[src/utopia_match_pkg.sv]
// Constants shared by the address-match and selection block
package utopia_match_pkg;
  // ==========================================================
  // Pin synchroniser slots
  localparam int PIN_AM    = 0;
  localparam int PIN_SCLK  = 1;
  localparam int PIN_RCLK  = 2;
  localparam int PIN_REF   = 3;
  localparam int PIN_SSTB  = 4;
  localparam int PIN_RSTB  = 5;
  localparam int PIN_SCLR  = 6;
  localparam int PIN_RCLR  = 7;
  localparam int NUM_PINS  = 8;
  // ==========================================================
  // Counts and characters
  localparam logic [3:0]  CLEAR_HOLD_CYCLES = 4'h8;
  localparam logic [11:0] SYNC_FILL_CHAR    = 12'h0BC;
  // ==========================================================
  // Register map
  localparam int          ADDR_W         = 4;
  localparam logic [3:0]  REG_CTRL_OFS   = 4'h0;
  localparam logic [3:0]  REG_STATUS_OFS = 4'h4;
  localparam int          CTRL_BYPASS    = 0;
  localparam int          CTRL_CASCADE   = 1;
  localparam int          CTRL_BYTEPACK  = 2;
  localparam int          CTRL_ENCODER   = 3;
  localparam logic [3:0]  CTRL_RESET     = 4'h8;
  localparam int          ST_TX_CNT      = 8;
  localparam int          ST_RX_CNT      = 12;
  localparam logic [1:0]  RESP_OKAY      = 2'h0;
  localparam logic [1:0]  RESP_SLVERR    = 2'h2;
endpackage

[src/utopia_addr_match_select.sv]
// Address match, selection and queue-clear sequencing for the parallel host ports
// Behaviour
// Low match input addresses both ports
// Match sampled separately per port clock
// Queue mode: send flags follow sampled match
// Bypass: send flags follow reference-sampled match; with CTRL_BYTEPACK set the code samples the match on the send clock instead
// Receive flags follow receive-clock-sampled match
// Selection and clear sequence never coexist
// Host gives match at or before strobe
// Send addressed/clear-addressed states drive flags
// Send strobe fall selects; writes until high
// Bypass send still needs selection to load
// Bypass, strobe idle: send fill character
// Bypass: match loss keeps data, floats flags
// Fill slots track disparity only when encoding
// Consecutive fill characters alternate disparity
// Receive addressed/clear-addressed states drive flags
// Receive strobe fall selects; reads until high
// Bypass: output character clock, bus when selected
// Bypass receive: strobe after match, hold selection
// Bypass reselect needs new match; bus floats
// Bypass receive flags follow match only
// Cascade model makes flags and strobes active high
// Clear after eight consecutive clear-addressed cycles
// Reset clears states and floats drivers
//
// Our own choices: the register offsets and the AXI4-Lite register port.
`timescale 1ns/1ps
module utopia_addr_match_select
#(
  parameter int DATA_W = 12
) (
  // Clock and reset
  input  wire logic                                core_clk,
  input  wire logic                                rst_b,
  // AXI4-Lite slave
  input  wire logic [utopia_match_pkg::ADDR_W-1:0] s_axi_awaddr,
  input  wire logic                                s_axi_awvalid,
  output logic                                     s_axi_awready,
  input  wire logic [31:0]                         s_axi_wdata,
  input  wire logic [3:0]                          s_axi_wstrb,
  input  wire logic                                s_axi_wvalid,
  output logic                                     s_axi_wready,
  output logic [1:0]                               s_axi_bresp,
  output logic                                     s_axi_bvalid,
  input  wire logic                                s_axi_bready,
  input  wire logic [utopia_match_pkg::ADDR_W-1:0] s_axi_araddr,
  input  wire logic                                s_axi_arvalid,
  output logic                                     s_axi_arready,
  output logic [31:0]                              s_axi_rdata,
  output logic [1:0]                               s_axi_rresp,
  output logic                                     s_axi_rvalid,
  input  wire logic                                s_axi_rready,
  // Host pins
  input  wire logic                                addrMatchInB,
  input  wire logic                                sendHostClock,
  input  wire logic                                referenceClock,
  input  wire logic                                recvHostClockIn,
  output logic                                     recvHostClockOut,
  output logic                                     recvHostClockOe,
  input  wire logic                                sendWriteStrobe,
  input  wire logic                                recvReadStrobe,
  input  wire logic                                sendQueueClearReqB,
  input  wire logic                                recvQueueClearReqB,
  input  wire logic [DATA_W-1:0]                   sendParallelBus,
  output logic [DATA_W-1:0]                        recvParallelBus,
  output logic                                     recvParallelBusOe,
  output logic                                     sendQueueFullFlag,
  output logic                                     sendQueueEmptyFlag,
  output logic                                     sendFlagsOe,
  output logic                                     recvQueueFullFlag,
  output logic                                     recvQueueEmptyFlag,
  output logic                                     recvFlagsOe,
  // Queue side
  input  wire logic                                sendQueueFull,
  input  wire logic                                sendQueueEmpty,
  input  wire logic                                recvQueueFull,
  input  wire logic                                recvQueueEmpty,
  output logic                                     sendQueueWrite,
  output logic [DATA_W-1:0]                        sendQueueData,
  output logic                                     sendQueueClear,
  output logic                                     recvQueueRead,
  input  wire logic [DATA_W-1:0]                   recvQueueData,
  output logic                                     recvQueueClear,
  // Serializer side
  input  wire logic                                recvCharTick,
  output logic                                     txCharValid,
  output logic [DATA_W-1:0]                        txChar,
  output logic                                     txCharIsFill,
  output logic                                     txFillNegDisp
);
  import utopia_match_pkg::*;

  typedef struct packed {
    logic [NUM_PINS-1:0] sA;
    logic [NUM_PINS-1:0] sB;
    logic [NUM_PINS-1:0] sC;
    logic [NUM_PINS-1:0] filt;
    logic [DATA_W-1:0]   dA;
    logic [DATA_W-1:0]   dB;
    logic [DATA_W-1:0]   dC;
    logic                send_port_address;
    logic                txClrAddr;
    logic                txSel;
    logic                txStbPrev;
    logic [3:0]          txCnt;
    logic                txFlagOe;
    logic                qWr;
    logic [DATA_W-1:0]   qWrData;
    logic                txClr;
    logic                chVld;
    logic [DATA_W-1:0]   chData;
    logic                chFill;
    logic                fillRd;
    logic                recv_port_address;
    logic                rxClrAddr;
    logic                rxSel;
    logic                rxStbPrev;
    logic                rxAmPrev;
    logic [3:0]          rxCnt;
    logic                rxFlagOe;
    logic                rxRd;
    logic                rxClr;
    logic                rxClkOut;
    logic [DATA_W-1:0]   recv_parallel_bus;
    logic [3:0]          flags;
    logic [3:0]          ctrl;
    logic                awHeld;
    logic [ADDR_W-1:0]   awAddr;
    logic                wHeld;
    logic [31:0]         wData;
    logic [3:0]          wStrb;
    logic                bValid;
    logic [1:0]          bResp;
    logic                rValid;
    logic [1:0]          rResp;
    logic [31:0]         rData;
  } state_t;

  state_t q;
  state_t n;

  // Next clear count: saturates, holds while the strobe blocks it
  function automatic logic [3:0] clearCount(input logic clrAddr, input logic stb, input logic [3:0] cnt);
    if (!clrAddr) begin
      clearCount = 4'h0;
    end else if (stb || cnt == CLEAR_HOLD_CYCLES) begin
      clearCount = cnt;
    end else begin
      clearCount = cnt + 4'h1;
    end
  endfunction

  // Flag level towards the pin
  function automatic logic flagLevel(input logic active, input logic cascade);
    flagLevel = cascade ? active : ~active;
  endfunction

  logic bypass;
  logic cascade;
  logic amLow;
  logic txEdge;
  logic rxEdge;
  logic sStb;
  logic rStb;
  logic sClrLow;
  logic rClrLow;
  logic [31:0] status;

  always_comb begin
    n = q;
    n.qWr = 1'b0;
    n.txClr = 1'b0;
    n.chVld = 1'b0;
    n.rxRd = 1'b0;
    n.rxClr = 1'b0;
    // ==========================================================
    // Pin synchronisers: a change counts once stages two and three agree
    n.sA = {recvQueueClearReqB, sendQueueClearReqB, recvReadStrobe, sendWriteStrobe,
            referenceClock, recvHostClockIn, sendHostClock, addrMatchInB};
    n.sB = q.sA;
    n.sC = q.sB;
    for (int i = 0; i < NUM_PINS; i++) begin
      if (q.sB[i] == q.sC[i]) begin
        n.filt[i] = q.sC[i];
      end
    end
    // Data follows the same depth as its strobe
    n.dA = sendParallelBus;
    n.dB = q.dA;
    n.dC = q.dB;
    bypass  = q.ctrl[CTRL_BYPASS];
    cascade = q.ctrl[CTRL_CASCADE];
    amLow   = ~n.filt[PIN_AM];
    sStb    = cascade ? n.filt[PIN_SSTB] : ~n.filt[PIN_SSTB];
    rStb    = cascade ? n.filt[PIN_RSTB] : ~n.filt[PIN_RSTB];
    sClrLow = ~n.filt[PIN_SCLR];
    rClrLow = ~n.filt[PIN_RCLR];
    // Each side samples the match input on its own clock
    txEdge = (bypass && !q.ctrl[CTRL_BYTEPACK]) ? (n.filt[PIN_REF] & ~q.filt[PIN_REF])
                                                : (n.filt[PIN_SCLK] & ~q.filt[PIN_SCLK]);
    rxEdge = bypass ? recvCharTick : (n.filt[PIN_RCLK] & ~q.filt[PIN_RCLK]);
    n.flags = {flagLevel(recvQueueEmpty, cascade), flagLevel(recvQueueFull, cascade),
               flagLevel(sendQueueEmpty, cascade), flagLevel(sendQueueFull, cascade)};
    // ==========================================================
    // Send side
    if (txEdge) begin
      n.txStbPrev = sStb;
      // Clear match is refused while selected, so both never coexist
      n.send_port_address    = amLow && !sClrLow;
      n.txClrAddr = amLow && sClrLow && !q.txSel;
      n.txFlagOe  = bypass ? amLow : (n.send_port_address || n.txClrAddr);
      if (q.txSel) begin
        n.txSel = sStb;
      end else begin
        n.txSel = n.send_port_address && sStb && !q.txStbPrev;
      end
      n.txCnt = clearCount(n.txClrAddr, sStb, q.txCnt);
      n.txClr = (n.txCnt == CLEAR_HOLD_CYCLES) && (q.txCnt != CLEAR_HOLD_CYCLES);
      if (bypass) begin
        n.chVld = 1'b1;
        if (n.txSel) begin
          n.chData = q.dC;
          n.chFill = 1'b0;
        end else begin
          n.chData = DATA_W'(SYNC_FILL_CHAR);
          n.chFill = 1'b1;
          // Without the encoder the fill carries no running disparity
          n.fillRd = q.ctrl[CTRL_ENCODER] ? ~q.fillRd : 1'b0;
        end
      end else if (n.txSel) begin
        n.qWr     = 1'b1;
        n.qWrData = q.dC;
      end
    end
    // ==========================================================
    // Receive side
    if (rxEdge) begin
      n.rxStbPrev = rStb;
      n.rxAmPrev  = amLow;
      n.recv_port_address    = amLow && !rClrLow;
      n.rxClrAddr = amLow && rClrLow && !q.rxSel;
      n.rxFlagOe  = bypass ? amLow : (n.recv_port_address || n.rxClrAddr);
      if (q.rxSel) begin
        n.rxSel = rStb;
      end else if (bypass) begin
        // Match must precede the strobe by a cycle and the strobe be fresh
        n.rxSel = q.rxAmPrev && !rClrLow && rStb && !q.rxStbPrev;
      end else begin
        n.rxSel = n.recv_port_address && rStb && !q.rxStbPrev;
      end
      n.rxCnt = clearCount(n.rxClrAddr, rStb, q.rxCnt);
      n.rxClr = (n.rxCnt == CLEAR_HOLD_CYCLES) && (q.rxCnt != CLEAR_HOLD_CYCLES);
      if (n.rxSel) begin
        n.rxRd   = !bypass;
        n.recv_parallel_bus = recvQueueData;
      end
    end
    n.rxClkOut = bypass && recvCharTick;
    // ==========================================================
    // Register bus
    status = '0;
    status[5:0] = {q.rxSel, q.rxClrAddr, q.recv_port_address, q.txSel, q.txClrAddr, q.send_port_address};
    status[6] = q.fillRd;
    status[ST_TX_CNT +: 4] = q.txCnt;
    status[ST_RX_CNT +: 4] = q.rxCnt;
    if (s_axi_awvalid && !q.awHeld) begin
      n.awHeld = 1'b1;
      n.awAddr = s_axi_awaddr;
    end
    if (s_axi_wvalid && !q.wHeld) begin
      n.wHeld = 1'b1;
      n.wData = s_axi_wdata;
      n.wStrb = s_axi_wstrb;
    end
    if (q.awHeld && q.wHeld && !q.bValid) begin
      n.awHeld = 1'b0;
      n.wHeld  = 1'b0;
      n.bValid = 1'b1;
      n.bResp  = RESP_OKAY;
      if (q.awAddr == REG_CTRL_OFS) begin
        if (q.wStrb[0]) begin
          n.ctrl = q.wData[3:0];
        end
      end else if (q.awAddr != REG_STATUS_OFS) begin
        n.bResp = RESP_SLVERR;
      end
    end
    if (q.bValid && s_axi_bready) begin
      n.bValid = 1'b0;
    end
    if (s_axi_arvalid && !q.rValid) begin
      n.rValid = 1'b1;
      n.rResp  = RESP_OKAY;
      n.rData  = '0;
      if (s_axi_araddr == REG_CTRL_OFS) begin
        n.rData[3:0] = q.ctrl;
      end else if (s_axi_araddr == REG_STATUS_OFS) begin
        n.rData = status;
      end else begin
        n.rResp = RESP_SLVERR;
      end
    end else if (q.rValid && s_axi_rready) begin
      n.rValid = 1'b0;
    end
  end

  always_ff @(posedge core_clk or negedge rst_b) begin
    if (!rst_b) begin
      q <= '0;
      q.sA <= '1;
      q.sB <= '1;
      q.sC <= '1;
      q.filt <= '1;
      q.flags <= '1;
      q.ctrl <= CTRL_RESET;
    end else begin
      q <= n;
    end
  end

  // ==========================================================
  // Outputs
  assign s_axi_awready      = !q.awHeld;
  assign s_axi_wready       = !q.wHeld;
  assign s_axi_bvalid       = q.bValid;
  assign s_axi_bresp        = q.bResp;
  assign s_axi_arready      = !q.rValid;
  assign s_axi_rvalid       = q.rValid;
  assign s_axi_rdata        = q.rData;
  assign s_axi_rresp        = q.rResp;
  assign sendFlagsOe        = q.txFlagOe;
  assign recvFlagsOe        = q.rxFlagOe;
  assign sendQueueFullFlag  = q.flags[0];
  assign sendQueueEmptyFlag = q.flags[1];
  assign recvQueueFullFlag  = q.flags[2];
  assign recvQueueEmptyFlag = q.flags[3];
  assign recvParallelBus    = q.recv_parallel_bus;
  assign recvParallelBusOe  = q.rxSel;
  assign recvHostClockOut   = q.rxClkOut;
  assign recvHostClockOe    = q.ctrl[CTRL_BYPASS];
  assign sendQueueWrite     = q.qWr;
  assign sendQueueData      = q.qWrData;
  assign sendQueueClear     = q.txClr;
  assign recvQueueRead      = q.rxRd;
  assign recvQueueClear     = q.rxClr;
  assign txCharValid        = q.chVld;
  assign txChar             = q.chData;
  assign txCharIsFill       = q.chFill;
  assign txFillNegDisp      = q.fillRd;
endmodule // utopia_addr_match_select

[config.mk]
export PLATFORM = sky130hd
export DESIGN_NAME = utopia_addr_match_select
export DESIGN_NICKNAME = d
export VERILOG_FILES = /design/src/utopia_match_pkg.sv /design/src/utopia_addr_match_select.sv
export SDC_FILE = /design/constraint.sdc
export NUM_CORES = 1
export LEC_CHECK = 0
export ABC_AREA = 1
export BUFFER_PORTS_ARGS = -buffer_cell sky130_fd_sc_hd__buf_2
export CORE_MARGIN = 2
export CORE_UTILIZATION = 35
export CTS_BUF_LIST = sky130_fd_sc_hd__clkbuf_4
export CTS_CLUSTER_DIAMETER = 200
export DETAILED_ROUTE_END_ITERATION = 16
export PLACE_DENSITY = 0.67
export SLEW_MARGIN = 10
export SYNTH_ARGS = -nofsm -noshare
export SYNTH_HDL_FRONTEND = slang
export SYNTH_SLANG_ARGS = --single-unit
[constraint.sdc]
create_clock -name core_clk -period 2.1 [get_ports core_clk]
set_input_delay 0 -clock core_clk [delete_from_list [all_inputs] [get_ports core_clk]]
set_output_delay 0 -clock core_clk [all_outputs]
set_load 0.01 [all_outputs]
==> results of run 1 <==
## kinds of logic (layout without fill, tap and decap cells)
family          count (synthesis)  after routing  synth area share
fa+ha+maj                       6              6            0.0102
xor+xnor                        6              6           0.00767
other cells                     1             21          0.000547
mux                             9              9            0.0148
compound gates                 70             70            0.0590
buf+inv                       131            288             0.122
simple gates                  239            239             0.162
flops                         169            169             0.624
## placed cells by master (no fill, tap or decap), drive strengths merged, types with 4 or more instances in the layout
cell type    count
clkbuf          17
dlygate4sd3     71
inv             54
mux2             9
conb            19
xnor2            4
nand4           15
dfstp           37
nor3             6
o22ai            7
ha               4
buf            141
nand3           33
dfrtp          132
nand2          164
o31ai           11
o21ai           46
nor2            17
## worst paths after layout
| path | slack (ps) | cells past startpoint | endpoint | from |
|---|---|---|---|---|
| worst max-delay path | 200 | 6 | s_axi_rresp[1]$_DFFE_PN0P_ | s_axi_rvalid$_DFFE_PN0P_ |
| worst min-delay path | 60 | 2 | n[174]$_DFF_PN0_ | sendParallelBus[11] |
| worst max register to register | 200 | 6 | s_axi_rresp[1]$_DFFE_PN0P_ | s_axi_rvalid$_DFFE_PN0P_ |
| worst min register to register | 360 | 0 | n[200]$_DFF_PN1_ | n[208]$_DFF_PN1_ |
| max in group asynchronous | 1560 | 3 | q[200]$_DFF_PN1_ | rst_b |
| min in group asynchronous | 160 | 2 | q[201]$_DFF_PN1_ | rst_b |
## registers in the layout, indices dropped and copies added (netlist names), 12 cells and up
signal           cells
s_axi_rdata         15
n                   40
txChar              12
sendQueueData       12
recvParallelBus     12
q                   57
## cell usage after synthesis (7+ instances only)
cell | count | share of area
buf_4 | 75 | 0.082
o21ai_1 | 15 | 0.011
dfstp_2 | 37 | 0.14
nand2_1 | 158 | 0.087
mux2_2 | 9 | 0.015
dfrtp_1 | 132 | 0.48
o21ai_0 | 29 | 0.021
nand4_1 | 13 | 0.012
inv_1 | 40 | 0.022
o22ai_1 | 7 | 0.0064
nand3_1 | 32 | 0.023
nor2_1 | 13 | 0.0071
o31ai_1 | 11 | 0.012
## through the flow
stage | util | setup slack, ps | std cells | instance area (um^2)
3_3_place_gp | 0.379 | 305 | 967 | 7330
4_1_cts | 0.430 | 236 | 1070 | 8310
3_5_place_dp | 0.379 | 275 | 967 | 7330
2_1_floorplan | - | 587 | 649 | 6920
6_report | 0.431 | 196 | 1073 | 8330
5_1_grt | 0.431 | 45.7 | 1073 | 8330
## worst reg2reg max path, stage by stage, from the launching register on
cell	delay [ps]
dfrtp_1	400
inv_1	90
nand2_1	260
inv_1	320
nor2_1	70
a31oi_1	150
dlygate4sd3_1	570
## report_power, final
part / internal [mW] / switching (mW)
Sequential: 4.03 / 0.389
Combinational: 1.08 / 1.46
Clock: 0.515 / 1.22
## metal layers
metal,global-route usage,up-vias,part of all wire
met2,0.228,118,0.49
met4,0.0490,0,0.013
met5,0,-,0
li1,-,2283,-
met1,0.182,2249,0.45
met3,0.0423,15,0.053
## area by class of cell
cell class	count	area, um^2
sequential	169	4280
timing repair buffer	212	1480
clock buffer	17	128
clock inverter	15	129
fill	1862	11000
antenna	2	5.00
tap	265	332
multi-input combinational	349	1810
inverter	44	173
==> results by group, run 1 <==
Floorplanning
  • Die H: between 100 and 150 um
  • # rows: slightly above 50
  • Top-Level Pins: roughly 180
  • Die area: just over 0.02 mm^2
  • Initial Util: 0.355
  • Die X: around 140 um
  • Core Footprint: 0.0193 mm^2

Clock tree
  • CTS tree: done
  • H-Tree Depth: 4
  • Postcts setup bufs: 0
  • Clock sink count: between 150 and 200
  • CTS resizes: 0
  • TritonCTS Buffers: 17
  • Worst-Skew Late Latency: between 500 and 600 ps
  • Root Buffer: clkbuf_4
  • Maximum root-to-sink buffer count: 2
  • # hold bufs at CTS: just over 70
  • CTS clk-pin slew, worst paths: 140 ps

Place
  • Post-DP HPWL: 9200 um
  • Port Buffer Count: 130
  • Gpl congestion: just under 0.8

Setup path
  • Most used cell, CP: inv_1
  • Crit Path Max Fanout: 14
  • Crit path DAT: 2410 ps
  • Crit path required time: around 2600 ps
  • Slowest stage delay, CP: 570 ps
  • Crit-path cells: inv_1 > nand2_1 > inv_1 > nor2_1 > a31oi_1 > dlygate4sd3_1
  • Crit. End Element: flip-flop
  • Crit Path Class: flip-flop to flip-flop
  • CP Buf/Inv Count: 3
  • Crit-path slowest cell: dlygate4sd3_1
  • CP Launch Type: flip-flop
  • CP top delay family: buffers and inverters

Global route
  • Global Route Usage Sum: 0.142
  • Initial antenna violation count: 2
  • Grt ovf: 0
  • Vias in the first global route: roughly 4600
  • First-pass GRT wire length: roughly 23000 um
  • Largest net degree at the start of global routing: 56

Pwr
  • P_leak: 4.18 nW
  • Pwr Total: between 8 and 9 mW
  • Pwr dens: approximately 1000 mW/mm^2
  • VDD IR max: roughly 0.31 mV

STA
  • RSZ-0062 raised after global routing: false
  • Setup tns final: 0 ps
  • Achievable clock frequency: 0.525 GHz
  • Hold WS: approximately 63 ps
  • Final min period: 1900 ps
  • Max Slew Vio Count: 0
  • Fin. Hold Viols: 0
  • Clk_skew: 25.4 ps
  • Slew headroom: 0.586
  • Final Setup Violations: 0
  • Period utilization: 0.907
  • Tightest Pin Transition: roughly 620 ps

Routing
  • ANT nets after route: 0
  • Routed wire length: between 10000 and 15000 um
  • DR vias: around 4700
  • Vias per cell: 4.35
  • Number of remaining DRC errors: 0
  • DR WL/cell: 12.8 um
  • Iteration-0 DRC Markers: 328
  • DR pass1 iterations: 5

Synthesis
  • Async S/R FF share, synth: 1.00
  • Post-synthesis sequential area ratio: 0.624
  • Synth unique cells: 43
  • Post-Syn Area per Cell: approximately 11 um^2
  • Main synth FF type: dfrtp_1
  • Number of synthesized flops with an enable pin: 0
  • Synth Register Bits: 169
  • Post-Syn Area: 0.00686 mm^2
  • Post-Syn Instances: approximately 630
  • Ys Warns: 0

Min path
  • Hold Path Class: input port to flip-flop

Finish
  • Layout cells sized above 1: 0.301
  • Final net count: between 800 and 900
  • Area grow syn2layout: 21.5%

Flow run
  • Max-cap violations: 0

Run status
  • Status: finished, final reports clean
No activity file was read; power rests on OpenSTA's default activity.
==> inputs of run 2 (changes only) <==
Settings changed: CORE_UTILIZATION 35 to 45, PLACE_DENSITY 0.67 to 0.8.
==> results by group, run 2 (same netlist as run 1, synthesis figures left out) <==
Routing
  • Number of remaining DRC errors: 0 (unchanged)
  • DR vias: 4732 (was 4665)
  • Iteration-0 DRC Markers: 316 (was 328)
  • DR pass1 iterations: 4 (was 5)
  • DR WL/cell: 13.9 um (was 12.8 um)
  • ANT nets after route: 0 (unchanged)
  • Routed wire length: 13700 um (about the same)
  • Vias per cell: 4.78 (was 4.35)

STA
  • Max Slew Vio Count: 0 (unchanged)
  • Final min period: 1860 ps (was 1900 ps)
  • Tightest Pin Transition: 668 ps (was 619 ps)
  • Slew headroom: 0.555 (was 0.586)
  • RSZ-0062 raised after global routing: false (unchanged)
  • Final Setup Violations: 0 (unchanged)
  • Period utilization: 0.888 (was 0.907)
  • Fin. Hold Viols: 0 (unchanged)
  • Achievable clock frequency: 0.537 GHz (was 0.525 GHz)
  • Clk_skew: 18.4 ps (was 25.4 ps)
  • Setup tns final: 0 ps (unchanged)

Finish
  • Layout cells sized above 1: 0.296 (was 0.301)
  • Most frequent cells in the layout: nand2_1 (158), dfrtp_1 (132), buf_2 (129) (unchanged)
  • Final net count: 879 (was 885)
  • Area grow syn2layout: 19.7% (was 21.5%)
  • Fin area: 0.00820 mm^2 (was 0.00833 mm^2)
  • Fill count: 1273 (was 1862)
  • Top reg by flops: q (unchanged)
  • Final instance count without filler cells: 989 (was 1073)
  • Commonest non-fill, non-tap cell in the layout: nand2_1 (unchanged)
  • Max reg flops: 57 (unchanged)

Place
  • Post-DP HPWL: 8690 um (was 9200 um)
  • Area of placed instances: 0.00723 mm^2 (was 0.00733 mm^2)
  • Gpl congestion: 0.831 (was 0.786)
  • Dpl cells: 887 (was 967)
  • Port Buffer Count: 130 (unchanged)

Setup path
  • CP startpoint: n[200]$_DFF_PN1_ (was s_axi_rvalid$_DFFE_PN0P_)
  • Critical R2R Launch: n[200]$_DFF_PN1_ (was s_axi_rvalid$_DFFE_PN0P_)
  • Crit path required time: 2570 ps (was 2610 ps)
  • Crit Path Max Fanout: 14 (unchanged)
  • Crit path DAT: 2330 ps (was 2410 ps)
  • Crit Path Class: flip-flop to flip-flop (unchanged)
  • CP Launch Type: flip-flop (unchanged)
  • Crit. End Element: flip-flop (unchanged)

Global route
  • Largest net degree at the start of global routing: 73 (was 56)
  • Grt ovf: 0 (unchanged)
  • First-pass GRT wire length: 22600 um (was 22700 um)
  • Met3 Usage GRT: 0.0360 (was 0.0423)
  • Met1 usage: 0.226 (was 0.182)
  • GR peak layer: met2 (unchanged)
  • Vias in the first global route: 4684 (was 4573)
  • Initial antenna violation count: 1 (was 2)
  • Global Route Usage Sum: 0.178 (was 0.142)
  • Met2 Track Usage GR: 0.291 (was 0.228)

Floorplanning
  • # rows: 45 (was 51)
  • Top-Level Pins: 181 (unchanged)
  • Die X: 127 um (was 144 um)
  • Die H: 127 um (was 144 um)
  • Initial Util: 0.456 (was 0.355)
  • Die area: 0.0162 mm^2 (was 0.0207 mm^2)
  • Core Footprint: 0.0150 mm^2 (was 0.0193 mm^2)

Pwr
  • Comb power frac: 0.288 (was 0.292)
  • Pwr dens: 1070 mW/mm^2 (was 1040 mW/mm^2)
  • P_leak: 4.15 nW (was 4.18 nW)
  • Sequential share of power: 0.504 (was 0.508)
  • Sw power: 3.01 mW (was 3.07 mW)
  • Clock power share: 0.208 (was 0.200)
  • Pwr Total: 8.81 mW (was 8.69 mW)
  • Pint: 5.80 mW (was 5.62 mW)
  • VDD IR max: 0.375 mV (was 0.314 mV)
  • Switching share of power: 0.341 (was 0.353)

Clock tree
  • TritonCTS Buffers: 17 (unchanged)
  • CTS resizes: 0 (unchanged)
  • CTS tree: done (unchanged)
  • Clock sink count: 169 (unchanged)
  • Postcts setup bufs: 0 (unchanged)
  • Maximum root-to-sink buffer count: 2 (unchanged)
  • CTS clk-pin slew, worst paths: 140 ps (about the same)
  • H-Tree Depth: 4 (unchanged)
  • Worst-Skew Late Latency: 570 ps (about the same)
  • Root Buffer: clkbuf_4 (unchanged)

Min path
  • Hold Crit Start: sendParallelBus[1] (was sendParallelBus[11])
  • Hold Path Class: input port to flip-flop (unchanged)

Flow run
  • Max-cap violations: 0 (unchanged)

Run status
  • Status: finished, final reports clean (unchanged)
run 2: cell type report:
class	count	area, um^2	share of cell area
Multi-Input combinational cell	349	1810	0.221
Inverter	44	173	0.0210
Sequential cell	169	4280	0.521
Antenna cell	1	2.50	0.000305
Clock inverter	15	154	0.0188
Timing Repair Buffer	206	1430	0.174
Clock buffer	17	128	0.0156
Tap cell	188	235	0.0287
run 2: worst paths after layout:
check,end,slack [ps],cells after the start
min in group asynchronous,recvParallelBus[8]$_DFFE_PN0P_,570,3
max,recvParallelBus[11]$_DFFE_PN0P_,240,8
max in group asynchronous,recvParallelBus[10]$_DFFE_PN0P_,560,4
min reg2reg,q[157]$_DFF_PN0_,360,0
max reg2reg,recvParallelBus[11]$_DFFE_PN0P_,240,8
min,n[164]$_DFF_PN0_,70,2
run 2: worst max-delay path: stages, from the launching register on:
cell and delay (ps):
dfstp_2 580, nand2_1 90, a21oi_2 170, nand2_2 110, and2_4 190, nor2_8 200
nand2_2 230, nand2_1 130, nand2_1 60
run 2: layer usage:
metal | part of all wire | routed length, um
met1 | 0.43 | 5920
met2 | 0.50 | 6810
met4 | 0.032 | 436
met3 | 0.042 | 577
met5 | 0 | 0
run 2: per-stage QoR:
| stage | util | worst slack [ps] | hold WS, ps |
|---|---|---|---|
| 2_1_floorplan | - | 587 | -296 |
| 3_3_place_gp | 0.481 | 310 | 71.7 |
| 3_5_place_dp | 0.481 | 243 | 73.5 |
| 4_1_cts | 0.545 | 192 | 14.2 |
| 5_1_grt | 0.546 | 60.9 | 29.3 |
| 6_report | 0.546 | 236 | 67.7 |
run 2: power groups by stage:
| stage | registers [mW] | clock network, mW | logic, mW |
|---|---|---|---|
| 4_1_cts | 4.44 | 1.89 | 2.53 |
| 5_1_grt | 4.51 | 2.03 | 2.85 |
| 6_report | 4.44 | 1.83 | 2.54 |
| 2_1_floorplan | 4.44 | 0 | 1.87 |
| 3_3_place_gp | 4.46 | 0 | 2.24 |
| 3_5_place_dp | 4.50 | 0 | 2.30 |
run 2: repair_timing:
action,in CTS,in global routing
hold buffers,69,0
endpoints found under the setup margin,0,0
endpoints found under the hold margin,215,0
